## src/logic/tmc_consts.svh

```systemverilog
// Purpose: addresses, field positions and reset values of the timer unit
// Assumes: 32-bit apb data, one register per aligned word
// Notes: definitions only
`ifndef TMC_CONSTS_SVH
`define TMC_CONSTS_SVH
`define TMC_A_CTRL      8'h00
`define TMC_A_STAT      8'h04
`define TMC_A_MASK      8'h08
`define TMC_A_CNT       8'h0c
`define TMC_A_PER       8'h10
`define TMC_A_PERACT    8'h14
`define TMC_A_CC0       8'h18
`define TMC_F_CLK       2:0
`define TMC_F_WG        5:4
`define TMC_F_CAP       7:6
`define TMC_B_DIR       8
`define TMC_B_SPLIT     9
`define TMC_B_CASC      10
`define TMC_B_EVDIR     11
`define TMC_B_SYNC      12
`define TMC_B_CCEN      16
`define TMC_S_OVF       0
`define TMC_S_ERR       1
`define TMC_S_CC        2
`define TMC_PER_RST     16'hffff
`define TMC_ZERO16      16'h0000
`define TMC_ZERO32      32'h0000_0000
`define TMC_PM_DIV1     10'h000
`define TMC_PM_DIV2     10'h001
`define TMC_PM_DIV8     10'h007
`define TMC_PM_DIV64    10'h03f
`define TMC_PM_DIV1024  10'h3ff
`endif

```

## src/logic/tmc_pkg.sv

```systemverilog
// Purpose: shared types of the timer unit
// Assumes: nothing
// Notes: encodings match the control register fields
package tmc_pkg;
	typedef enum logic [2:0] {
		CLK_OFF = 3'b000, CLK_DIV1 = 3'b001, CLK_DIV2 = 3'b010, CLK_DIV8 = 3'b011,
		CLK_DIV64 = 3'b100, CLK_DIV1024 = 3'b101, CLK_EVENT = 3'b110, CLK_QUAD = 3'b111
	} tmc_clk_type;
	typedef enum logic [1:0] {
		WG_NORMAL = 2'b00, WG_FREQ = 2'b01, WG_SS = 2'b10, WG_DS = 2'b11
	} tmc_wg_type;
	typedef enum logic [1:0] {
		CAP_OFF = 2'b00, CAP_INPUT = 2'b01, CAP_FREQ = 2'b10, CAP_PW = 2'b11
	} tmc_cap_type;
	typedef enum logic {SLOPE_UP = 1'b0, SLOPE_DOWN = 1'b1} tmc_slope_type;
endpackage : tmc_pkg

```

## src/logic/tmc_filter.sv

```systemverilog
// Purpose: noise canceller for capture and quadrature inputs
// Assumes: inputs synchronous to pclk
// Notes: output follows only after LEN equal samples
`timescale 1ns/1ps
`default_nettype none
module tmc_filter #(
	parameter int W   = 6,
	parameter int LEN = 3
) (
	input  wire logic         pclk,
	input  wire logic         presetn,
	input  wire logic [W-1:0] din,
	output logic      [W-1:0] dout
);
	logic [LEN-1:0] hist_q [W];
	logic [W-1:0]   out_q;

	always_ff @(posedge pclk or negedge presetn)
	begin
		if (!presetn)
		begin
			for (int i = 0; i < W; i++)
				hist_q[i] <= '0;
			out_q <= '0;
		end
		else
		begin
			for (int i = 0; i < W; i++)
			begin
				hist_q[i] <= {hist_q[i][LEN-2:0], din[i]};
				if (&hist_q[i])
					out_q[i] <= 1'b1;
				else if (~|hist_q[i])
					out_q[i] <= 1'b0;
			end
		end
	end

	assign dout = out_q;
endmodule : tmc_filter
`default_nettype wire

```

## src/logic/tmc_timer.sv

```systemverilog
// Purpose: 16-bit timer unit with compare/capture channels behind apb
// Assumes: event inputs are one-cycle pulses synchronous to pclk
// Notes: NUM_CH=4 is the full variant, NUM_CH=2 the reduced one
// Function
// - the base counter is 16 bits and counts clock ticks or events.
// - the counter has a programmable period and selectable direction.
// - the full variant has four channels, the reduced one two.
// - channels work either all as compare or all as capture.
// - two units chain into a 32-bit counter, with 32-bit capture.
// - only the full variant splits into two 8-bit counters of four compares each.
// - the count source is the prescaled peripheral clock or event inputs.
// - event inputs steer direction, trigger capture or restart the counter.
// - the period is double buffered and changes only at an update.
// - every channel value is double buffered.
// - waveforms are frequency, single-slope pwm and dual-slope pwm.
// - capture has a noise filter and input, frequency and pulse-width modes.
// - overflow and error raise interrupt events.
// - each channel raises an event on compare match or capture.
// - overflow and channel events issue dma triggers.
// - event inputs allow quadrature decoding and count/direction control.
//
// Our own choices: the APB interface to the registers and the register offsets.
`timescale 1ns/1ps
`default_nettype none
`include "tmc_consts.svh"
module tmc_timer #(
	parameter int NUM_CH  = 4,
	parameter int FLT_LEN = 3
) (
	input  wire logic                pclk,
	input  wire logic                presetn,
	input  wire logic                psel,
	input  wire logic                penable,
	input  wire logic                pwrite,
	input  wire logic [7:0]          paddr,
	input  wire logic [31:0]         pwdata,
	output logic      [31:0]         prdata,
	output logic                     pready,
	output logic                     pslverr,
	input  wire logic                ev_count,
	input  wire logic                ev_dir,
	input  wire logic                ev_restart,
	input  wire logic                casc_in,
	input  wire logic [NUM_CH-1:0]   cap_in,
	input  wire logic                quad_a,
	input  wire logic                quad_b,
	output logic                     irq,
	output logic                     ovf_evt,
	output logic                     dma_ovf,
	output logic      [NUM_CH-1:0]   dma_cc,
	output logic      [2*NUM_CH-1:0] wo
);
	import tmc_pkg::*;
	localparam int SW = NUM_CH + 2;

	logic [31:0]     ctrl_q, prdata_q;
	logic [SW-1:0]   st_q, st_d, mask_q, st_set;
	logic [15:0]     cnt_q, cnt_d, per_act_q, per_buf_q;
	logic            per_bv_q, pready_q, pslverr_q, irq_q, ovf_evt_q, dma_ovf_q;
	logic [15:0]     cc_act_q [NUM_CH];
	logic [15:0]     cc_buf_q [NUM_CH];
	logic [NUM_CH-1:0] cc_bv_q, cc_en, cap_ev, cmp_hit, dma_cc_q, cap_rise, cap_fall;
	logic [2*NUM_CH-1:0] wo_q;
	logic [9:0]      pre_q, pre_m;
	logic [SW-1:0]   flt, flt_q;
	tmc_slope_type   slope_q, slope_d;
	tmc_clk_type     clk_sel;
	tmc_wg_type      wg_mode;
	tmc_cap_type     cap_mode;
	logic            tick, cnt_up, ovf_hit, restart, split, casc, err_ev;
	logic            acc, wr, cnt_wr, is_cc, mapped;
	logic [7:0]      cc_off;
	logic [5:0]      cc_idx;
	logic [31:0]     rd_val;

	assign clk_sel  = tmc_clk_type'(ctrl_q[`TMC_F_CLK]);
	assign wg_mode  = tmc_wg_type'(ctrl_q[`TMC_F_WG]);
	assign cap_mode = tmc_cap_type'(ctrl_q[`TMC_F_CAP]);
	assign split    = ctrl_q[`TMC_B_SPLIT] && (NUM_CH == 4);
	assign casc     = ctrl_q[`TMC_B_CASC];
	assign cc_en    = ctrl_q[`TMC_B_CCEN +: NUM_CH];

	// apb decode
	assign acc    = psel && penable && pready_q;
	assign wr     = acc && pwrite;
	assign cc_off = paddr - `TMC_A_CC0;
	assign cc_idx = cc_off[7:2];
	// unaligned channel address is refused, so its write must not land
	assign is_cc  = (paddr >= `TMC_A_CC0) && (cc_idx < 6'(NUM_CH)) && (paddr[1:0] == 2'b00);
	assign cnt_wr = wr && (paddr == `TMC_A_CNT);

	always_comb
	begin
		mapped = (paddr[1:0] == 2'b00);
		rd_val = `TMC_ZERO32;
		case (paddr)
			`TMC_A_CTRL:   rd_val = ctrl_q;
			`TMC_A_STAT:   rd_val = 32'(st_q);
			`TMC_A_MASK:   rd_val = 32'(mask_q);
			`TMC_A_CNT:    rd_val = 32'(cnt_q);
			`TMC_A_PER:    rd_val = 32'(per_buf_q);
			`TMC_A_PERACT: rd_val = 32'(per_act_q);
			default:
			begin
				if (is_cc)
					rd_val = 32'(cc_act_q[cc_idx[1:0]]);
				else
					mapped = 1'b0;
			end
		endcase
	end

	// answer one cycle after setup: zero wait states
	always_ff @(posedge pclk or negedge presetn)
	begin
		if (!presetn)
		begin
			pready_q  <= 1'b0;
			pslverr_q <= 1'b0;
			prdata_q  <= `TMC_ZERO32;
		end
		else
		begin
			pready_q  <= psel && !penable;
			pslverr_q <= psel && !penable && !mapped;
			if (psel && !penable)
				prdata_q <= pwrite ? `TMC_ZERO32 : rd_val;
		end
	end

	always_ff @(posedge pclk or negedge presetn)
	begin
		if (!presetn)
		begin
			ctrl_q <= `TMC_ZERO32;
			mask_q <= '0;
		end
		else if (wr && paddr == `TMC_A_CTRL)
			ctrl_q <= pwdata;
		else if (wr && paddr == `TMC_A_MASK)
			mask_q <= pwdata[SW-1:0];
	end

	// noise cancelling on capture and quadrature inputs
	tmc_filter #(.W(SW), .LEN(FLT_LEN)) u_flt (
		.pclk    (pclk),
		.presetn (presetn),
		.din     ({quad_b, quad_a, cap_in}),
		.dout    (flt)
	);

	always_ff @(posedge pclk or negedge presetn)
	begin
		if (!presetn)
		begin
			flt_q <= '0;
			pre_q <= '0;
		end
		else
		begin
			flt_q <= flt;
			pre_q <= pre_q + 10'h001;
		end
	end

	assign cap_rise = flt[NUM_CH-1:0] & ~flt_q[NUM_CH-1:0];
	assign cap_fall = ~flt[NUM_CH-1:0] & flt_q[NUM_CH-1:0];

	always_comb
	begin
		case (clk_sel)
			CLK_DIV2:    pre_m = `TMC_PM_DIV2;
			CLK_DIV8:    pre_m = `TMC_PM_DIV8;
			CLK_DIV64:   pre_m = `TMC_PM_DIV64;
			CLK_DIV1024: pre_m = `TMC_PM_DIV1024;
			default:     pre_m = `TMC_PM_DIV1;
		endcase
	end

	// count source and direction
	always_comb
	begin
		tick   = 1'b0;
		cnt_up = !ctrl_q[`TMC_B_DIR];
		if (clk_sel == CLK_OFF)
			tick = 1'b0;
		else if (casc)
			tick = casc_in;
		else
		begin
			case (clk_sel)
				CLK_EVENT:
				begin
					tick = ev_count;
					if (ctrl_q[`TMC_B_EVDIR])
						cnt_up = !ev_dir;
				end
				CLK_QUAD:
				begin
					// a step on either phase; order of phases sets direction
					tick   = (flt[NUM_CH] ^ flt_q[NUM_CH]) | (flt[NUM_CH+1] ^ flt_q[NUM_CH+1]);
					cnt_up = flt_q[NUM_CH] ^ flt[NUM_CH+1];
				end
				default: tick = ((pre_q & pre_m) == pre_m);
			endcase
		end
	end

	// captures and restarts; frequency and pulse width use channel 0
	always_comb
	begin
		cap_ev = '0;
		for (int i = 0; i < NUM_CH; i++)
		begin
			case (cap_mode)
				CAP_INPUT: cap_ev[i] = cc_en[i] && cap_rise[i];
				CAP_FREQ:  cap_ev[i] = (i == 0) && cc_en[0] && cap_rise[0];
				CAP_PW:    cap_ev[i] = (i == 0) && cc_en[0] && cap_fall[0];
				default:   cap_ev[i] = 1'b0;
			endcase
		end
	end

	assign restart = (ctrl_q[`TMC_B_SYNC] && ev_restart)
		|| ((cap_mode == CAP_FREQ || cap_mode == CAP_PW) && cc_en[0] && cap_rise[0]);

	always_comb
	begin
		for (int i = 0; i < NUM_CH; i++)
			cmp_hit[i] = tick && (cap_mode == CAP_OFF) && cc_en[i]
				&& (split ? cnt_q[7:0] == cc_act_q[i][7:0] : cnt_q == cc_act_q[i]);
	end

	// base counter next value
	always_comb
	begin
		cnt_d   = cnt_q;
		slope_d = slope_q;
		ovf_hit = 1'b0;
		if (split && tick)
		begin
			// two 8-bit up counters; the low one owns overflow and updates
			if (cnt_q[7:0] >= per_act_q[7:0])
			begin
				cnt_d[7:0] = 8'h00;
				ovf_hit    = 1'b1;
			end
			else
				cnt_d[7:0] = cnt_q[7:0] + 8'h01;
			if (cnt_q[15:8] >= per_act_q[15:8])
				cnt_d[15:8] = 8'h00;
			else
				cnt_d[15:8] = cnt_q[15:8] + 8'h01;
		end
		else if (tick && wg_mode == WG_DS)
		begin
			if (slope_q == SLOPE_UP)
			begin
				if (cnt_q >= per_act_q)
				begin
					cnt_d   = cnt_q - 16'h0001;
					slope_d = SLOPE_DOWN;
				end
				else
					cnt_d = cnt_q + 16'h0001;
			end
			else if (cnt_q == `TMC_ZERO16)
			begin
				cnt_d   = 16'h0001;
				slope_d = SLOPE_UP;
				ovf_hit = 1'b1;
			end
			else
				cnt_d = cnt_q - 16'h0001;
		end
		else if (tick && cnt_up)
		begin
			if (cnt_q >= per_act_q)
			begin
				cnt_d   = `TMC_ZERO16;
				ovf_hit = 1'b1;
			end
			else
				cnt_d = cnt_q + 16'h0001;
		end
		else if (tick)
		begin
			if (cnt_q == `TMC_ZERO16)
			begin
				cnt_d   = per_act_q;
				ovf_hit = 1'b1;
			end
			else
				cnt_d = cnt_q - 16'h0001;
		end
		if (restart)
		begin
			cnt_d   = (cnt_up || wg_mode == WG_DS) ? `TMC_ZERO16 : per_act_q;
			slope_d = SLOPE_UP;
		end
		if (cnt_wr)
			cnt_d = pwdata[15:0];
	end

	always_ff @(posedge pclk or negedge presetn)
	begin
		if (!presetn)
		begin
			cnt_q   <= `TMC_ZERO16;
			slope_q <= SLOPE_UP;
		end
		else
		begin
			cnt_q   <= cnt_d;
			slope_q <= slope_d;
		end
	end

	// period buffer; a write in the update cycle stays pending
	always_ff @(posedge pclk or negedge presetn)
	begin
		if (!presetn)
		begin
			per_act_q <= `TMC_PER_RST;
			per_buf_q <= `TMC_PER_RST;
			per_bv_q  <= 1'b0;
		end
		else
		begin
			if (ovf_hit && per_bv_q)
				per_act_q <= per_buf_q;
			if (wr && paddr == `TMC_A_PER)
			begin
				per_buf_q <= pwdata[15:0];
				per_bv_q  <= 1'b1;
			end
			else if (ovf_hit)
				per_bv_q <= 1'b0;
		end
	end

	// channel buffers and captures
	always_ff @(posedge pclk or negedge presetn)
	begin
		if (!presetn)
		begin
			for (int i = 0; i < NUM_CH; i++)
			begin
				cc_act_q[i] <= `TMC_ZERO16;
				cc_buf_q[i] <= `TMC_ZERO16;
			end
			cc_bv_q <= '0;
		end
		else
		begin
			for (int i = 0; i < NUM_CH; i++)
			begin
				if (cap_ev[i])
					cc_act_q[i] <= cnt_q;
				else if (ovf_hit && cc_bv_q[i] && cap_mode == CAP_OFF)
					cc_act_q[i] <= cc_buf_q[i];
				if (wr && is_cc && cc_idx == 6'(i))
				begin
					cc_buf_q[i] <= pwdata[15:0];
					cc_bv_q[i]  <= 1'b1;
				end
				else if (ovf_hit)
					cc_bv_q[i] <= 1'b0;
			end
		end
	end

	// waveform outputs; upper half is the split high counter
	always_ff @(posedge pclk or negedge presetn)
	begin
		if (!presetn)
			wo_q <= '0;
		else
		begin
			for (int i = 0; i < NUM_CH; i++)
			begin
				if (split)
				begin
					wo_q[i]        <= cnt_d[7:0] < cc_act_q[i][7:0];
					wo_q[i+NUM_CH] <= cnt_d[15:8] < cc_act_q[i][15:8];
				end
				else
				begin
					wo_q[i+NUM_CH] <= 1'b0;
					case (wg_mode)
						WG_FREQ:   wo_q[i] <= wo_q[i] ^ cmp_hit[i];
						WG_SS:     wo_q[i] <= cc_en[i] && (cnt_d < cc_act_q[i]);
						WG_DS:     wo_q[i] <= cc_en[i] && (cnt_d < cc_act_q[i]);
						default:   wo_q[i] <= 1'b0;
					endcase
				end
			end
		end
	end

	// capture over a still-set channel flag is an error
	assign err_ev = |(cap_ev & st_q[`TMC_S_CC +: NUM_CH]);
	assign st_set = {cap_ev | cmp_hit, err_ev, ovf_hit};
	// set wins over a same-cycle write-one clear
	assign st_d   = (st_q & ~((wr && paddr == `TMC_A_STAT) ? pwdata[SW-1:0] : '0)) | st_set;

	always_ff @(posedge pclk or negedge presetn)
	begin
		if (!presetn)
		begin
			st_q      <= '0;
			irq_q     <= 1'b0;
			ovf_evt_q <= 1'b0;
			dma_ovf_q <= 1'b0;
			dma_cc_q  <= '0;
		end
		else
		begin
			st_q      <= st_d;
			irq_q     <= |(st_d & mask_q);
			ovf_evt_q <= ovf_hit;
			dma_ovf_q <= ovf_hit;
			dma_cc_q  <= cap_ev | cmp_hit;
		end
	end

	assign prdata  = prdata_q;
	assign pready  = pready_q;
	assign pslverr = pslverr_q;
	assign irq     = irq_q;
	assign ovf_evt = ovf_evt_q;
	assign dma_ovf = dma_ovf_q;
	assign dma_cc  = dma_cc_q;
	assign wo      = wo_q;
endmodule : tmc_timer
`default_nettype wire

```

## config.mk

```make
export PLATFORM = sky130hd
export DESIGN_NAME = tmc_timer
export DESIGN_NICKNAME = d
export VERILOG_FILES = /design/src/logic/tmc_pkg.sv /design/src/logic/tmc_filter.sv /design/src/logic/tmc_timer.sv
export VERILOG_INCLUDE_DIRS = /design/src /design/src/logic
export SDC_FILE = /design/constraint.sdc
export NUM_CORES = 1
export LEC_CHECK = 0
export BUFFER_PORTS_ARGS = -buffer_cell sky130_fd_sc_hd__buf_2
export CORE_AREA = 2 2 179 181
export DETAILED_ROUTE_END_ITERATION = 6
export DIE_AREA = 0 0 181 183
export PLACE_DENSITY = 0.83
export SLEW_MARGIN = 25
export SYNTH_ARGS = -nofsm -noshare
export SYNTH_HDL_FRONTEND = slang
export SYNTH_HIERARCHICAL = 1
export SYNTH_SLANG_ARGS = --single-unit
export TNS_END_PERCENT = 1
```

## constraint.sdc

```tcl
create_clock -name pclk -period 5.5 [get_ports pclk]
set_clock_uncertainty 0.2 [all_clocks]
set_input_delay 0.825 -clock pclk [delete_from_list [all_inputs] [get_ports pclk]]
set_output_delay 0.825 -clock pclk [all_outputs]
set_load 0.01 [all_outputs]
```

==> metrics <==
initial antenna violation count=1; Post-synth top cells=dfrtp_1 (282), nand2_1 (224), nor2_1 (137); total power=5.39 mW; Congestion Overflow GR=0; # port buffers=103; Core ar.=0.0312 mm²; share of cells above drive strength 1=0.228; Sw Pwr=1.35 mW; Routed Antenna Nets=0; R2R Path End=wo[0]; Starting Density=0.594; synth unique cells=87; Num CTS Buffers=35; worst setup path class=flip-flop to flip-flop; Post-CTS Setup Bufs=0; pins over their slew limit=0; FF+latch area=0.00790 mm²; status=complete, but fails checks; Peak VDD IR=0.291 mV; flops & latches, synth=314; Post-synth EDFFs=0; largest cells by area after synthesis=dfrtp_1 (38%), mux2_2 (7.8%), ha_1 (6.1%), dfstp_2 (4.5%), nand2_1 (4.5%); largest net degree at the start of global routing=128; insertion delay to the later sink of the worst-skew pair=520 ps; ys async rst share=1.00; global placement routability congestion=1.03; Via-to-Cell Ratio=6.74; Die Wd=181 µm; layout net count=2142; Mapped Area=0.0186 mm²; power per cell area=257 mW/mm²; R2R setup slack=320 ps; crit path time final=5180 ps; multi-input combinational cell area=0.00980 mm²; Gate power share=0.093; Setup Total Neg Slack=0 ps; CTS clk-pin slew, worst paths=60 ps; final setup fails=0; CP Launch Type=flip-flop; die height=183 µm; max-cap viol count=0; worst hold path type=input pin to async pin; CP max FO=14; origin of the worst setup path=ctrl_q[1]; switch share=0.250; hold bufs inserted after CTS=0; first-pass GRT wire length=95200 µm; full die area=0.0331 mm²; P&R area growth vs syn=13.2%; RSZ-0062 raised after global routing=no; Main synth FF type=dfrtp_1; Worst Tran Pin Value=1070 ps; Reg-to-Reg Start=ctrl_q[1]; P_int=4.05 mW; first drt pass iteration count=7; failing checks=DRC; Max transition margin=0.283; Residual DRC=2; Sequential Power Share=0.440; CP arrival=5360 ps; Rows=65; WL/cell=25.5 µm; clk sinks=314; final-layout fill cell count=2402; Crit path required time=5680 ps; register area share after synthesis=0.426; Setup crit end kind=flip-flop; Clock power frac=0.467; Mapped Cells=1893; post-CTS resize count=0; Final Hold Viols=0; YS warnings=6; fin crit share=0.942; First DRT Iteration DRCs=2022; via count=16358; vias in the first global route=16189; clock root buffer=clkbuf_16; IO Count=104; htree depth=2; antenna cell count=0; Clock Tree Buf Depth=3; Tot GR Track Use=0.376; TritonCTS clock tree=built; most frequent cell after synthesis=dfrtp_1; HPWL Detailed=44300 µm; drt total wl=61900 µm; Synth Net Count=2038; cell count of the worst reg-to-reg path=18; Avg Cell Area, Syn=9.80 µm²; Yosys top cell by area=dfrtp_1; cell leakage power=9.81 nW; fmax=193 MHz; Yosys top cell area share=0.380
==> worst max-delay path by stage <==
stage,end,slack (ps),cells past startpoint
2_1_floorplan,wo[2],650,19
3_3_place_gp,wo[1],210,18
3_5_place_dp,wo[1],210,18
4_1_cts,wo[1],130,18
5_1_grt,wo[0],30,18
6_report,wo[0],320,18
==> cell type report <==
class                           instances  share of cell area
Clock buffer                           52              0.0501
Clock inverter                         12             0.00929
Inverter                              101              0.0182
Multi-Input combinational cell       1359               0.466
Sequential cell                       314               0.376
Tap cell                              402              0.0239
Timing Repair Buffer                  186              0.0561
==> cell families (layout without fill, tap and decap cells) <==
logic type | count (synthesis) | count (layout) | synth area share
xor+xnor | 105 | 105 | 0.0496
compound gates | 438 | 438 | 0.159
simple gates | 563 | 563 | 0.145
buf+inv | 220 | 351 | 0.0490
fa+ha+maj | 90 | 90 | 0.0607
flops | 314 | 314 | 0.426
mux | 163 | 163 | 0.111
==> cells in the final DEF, fill, tap and decap left out, drive strengths merged, types with 7 or more instances in the layout <==
master and instances:
dfstp 32, nor3 25, o21ai 77, buf 186, mux2i 8, xnor2 86
mux4 17, nor2b 18, o211ai 12, a31oi 78, and3 12, o31ai 9
clkinv 8, nor4b 7, a21o 17, o22ai 7, inv 101, nand2b 16
mux2 138, nor2 137, xor2 19, ha 90, nand2 225, dfrtp 282
a221oi 9, a21oi 95, a211oi 18, nand4 36, a22o 18, nand3 38
nor4 14, a221o 15, a22oi 29, clkbuf 52
==> per-layer routing <==
| layer | global-route usage | vias up | wire length [µm] |
|---|---|---|---|
| met3 | 0.0749 | 204 | 6140 |
| met5 | 0 | - | 0 |
| li1 | - | 7042 | - |
| met2 | 0.597 | 966 | 28300 |
| met4 | 0.155 | 0 | 2790 |
| met1 | 0.510 | 8146 | 24700 |
==> state kept, by name (all words and copies together), names as in the netlist <==
register	count
dma_ovf	1
cc_bv_q	4
pready	1
slope_q	1
st_q	6
flt_q	6
pslverr	1
cnt_q	16
mask_q	6
per_buf_q	16
dma_cc	4
irq	1
u_flt/dout	6
cc_act_q	64
per_act_q	16
cc_buf_q	64
ctrl_q	32
prdata	32
pre_q	10
wo	8
per_bv_q	1
u_flt/hist_q	18
==> through the flow <==
| step | hold slack, ps | setup WS, ps | util | instances | instance area (µm²) |
|---|---|---|---|---|---|
| 6_report | 78.2 | 321 | 0.673 | 2426 | 21000 |
| 5_1_grt | 141 | 34.1 | 0.673 | 2426 | 21000 |
| 4_1_cts | 97.3 | 126 | 0.671 | 2425 | 21000 |
| 3_5_place_dp | 164 | 207 | 0.631 | 2361 | 19700 |
| 3_3_place_gp | 159 | 208 | 0.631 | 2360 | 19700 |
| 2_1_floorplan | 154 | 645 | - | 1893 | 18600 |
==> worst max-delay path, cell delays in order, from the launching register on <==
cell and delay, ps:
dfrtp_1 470, inv_1 160, ha_1 310, nor2_1 40
a211oi_1 280, a311o_1 550, and2_1 400, buf_4 280
nand2_1 140, nor4_1 340, a2111oi_0 140, a21oi_2 360
ha_1 200, nand4_1 160, nor2_1 330, nand3_1 120
o21a_1 190, a211oi_1 220, a221oi_1 140
==> power groups by stage <==
stage          Combinational (mW)  Sequential [mW]  Clock (mW)
2_1_floorplan               0.279             2.40           0
3_3_place_gp                0.482             2.41           0
3_5_place_dp                0.485             2.41           0
4_1_cts                     0.487             2.37        2.53
5_1_grt                     0.540             2.37        2.63
6_report                    0.501             2.37        2.52
No activity file was read; power rests on OpenSTA's default activity.
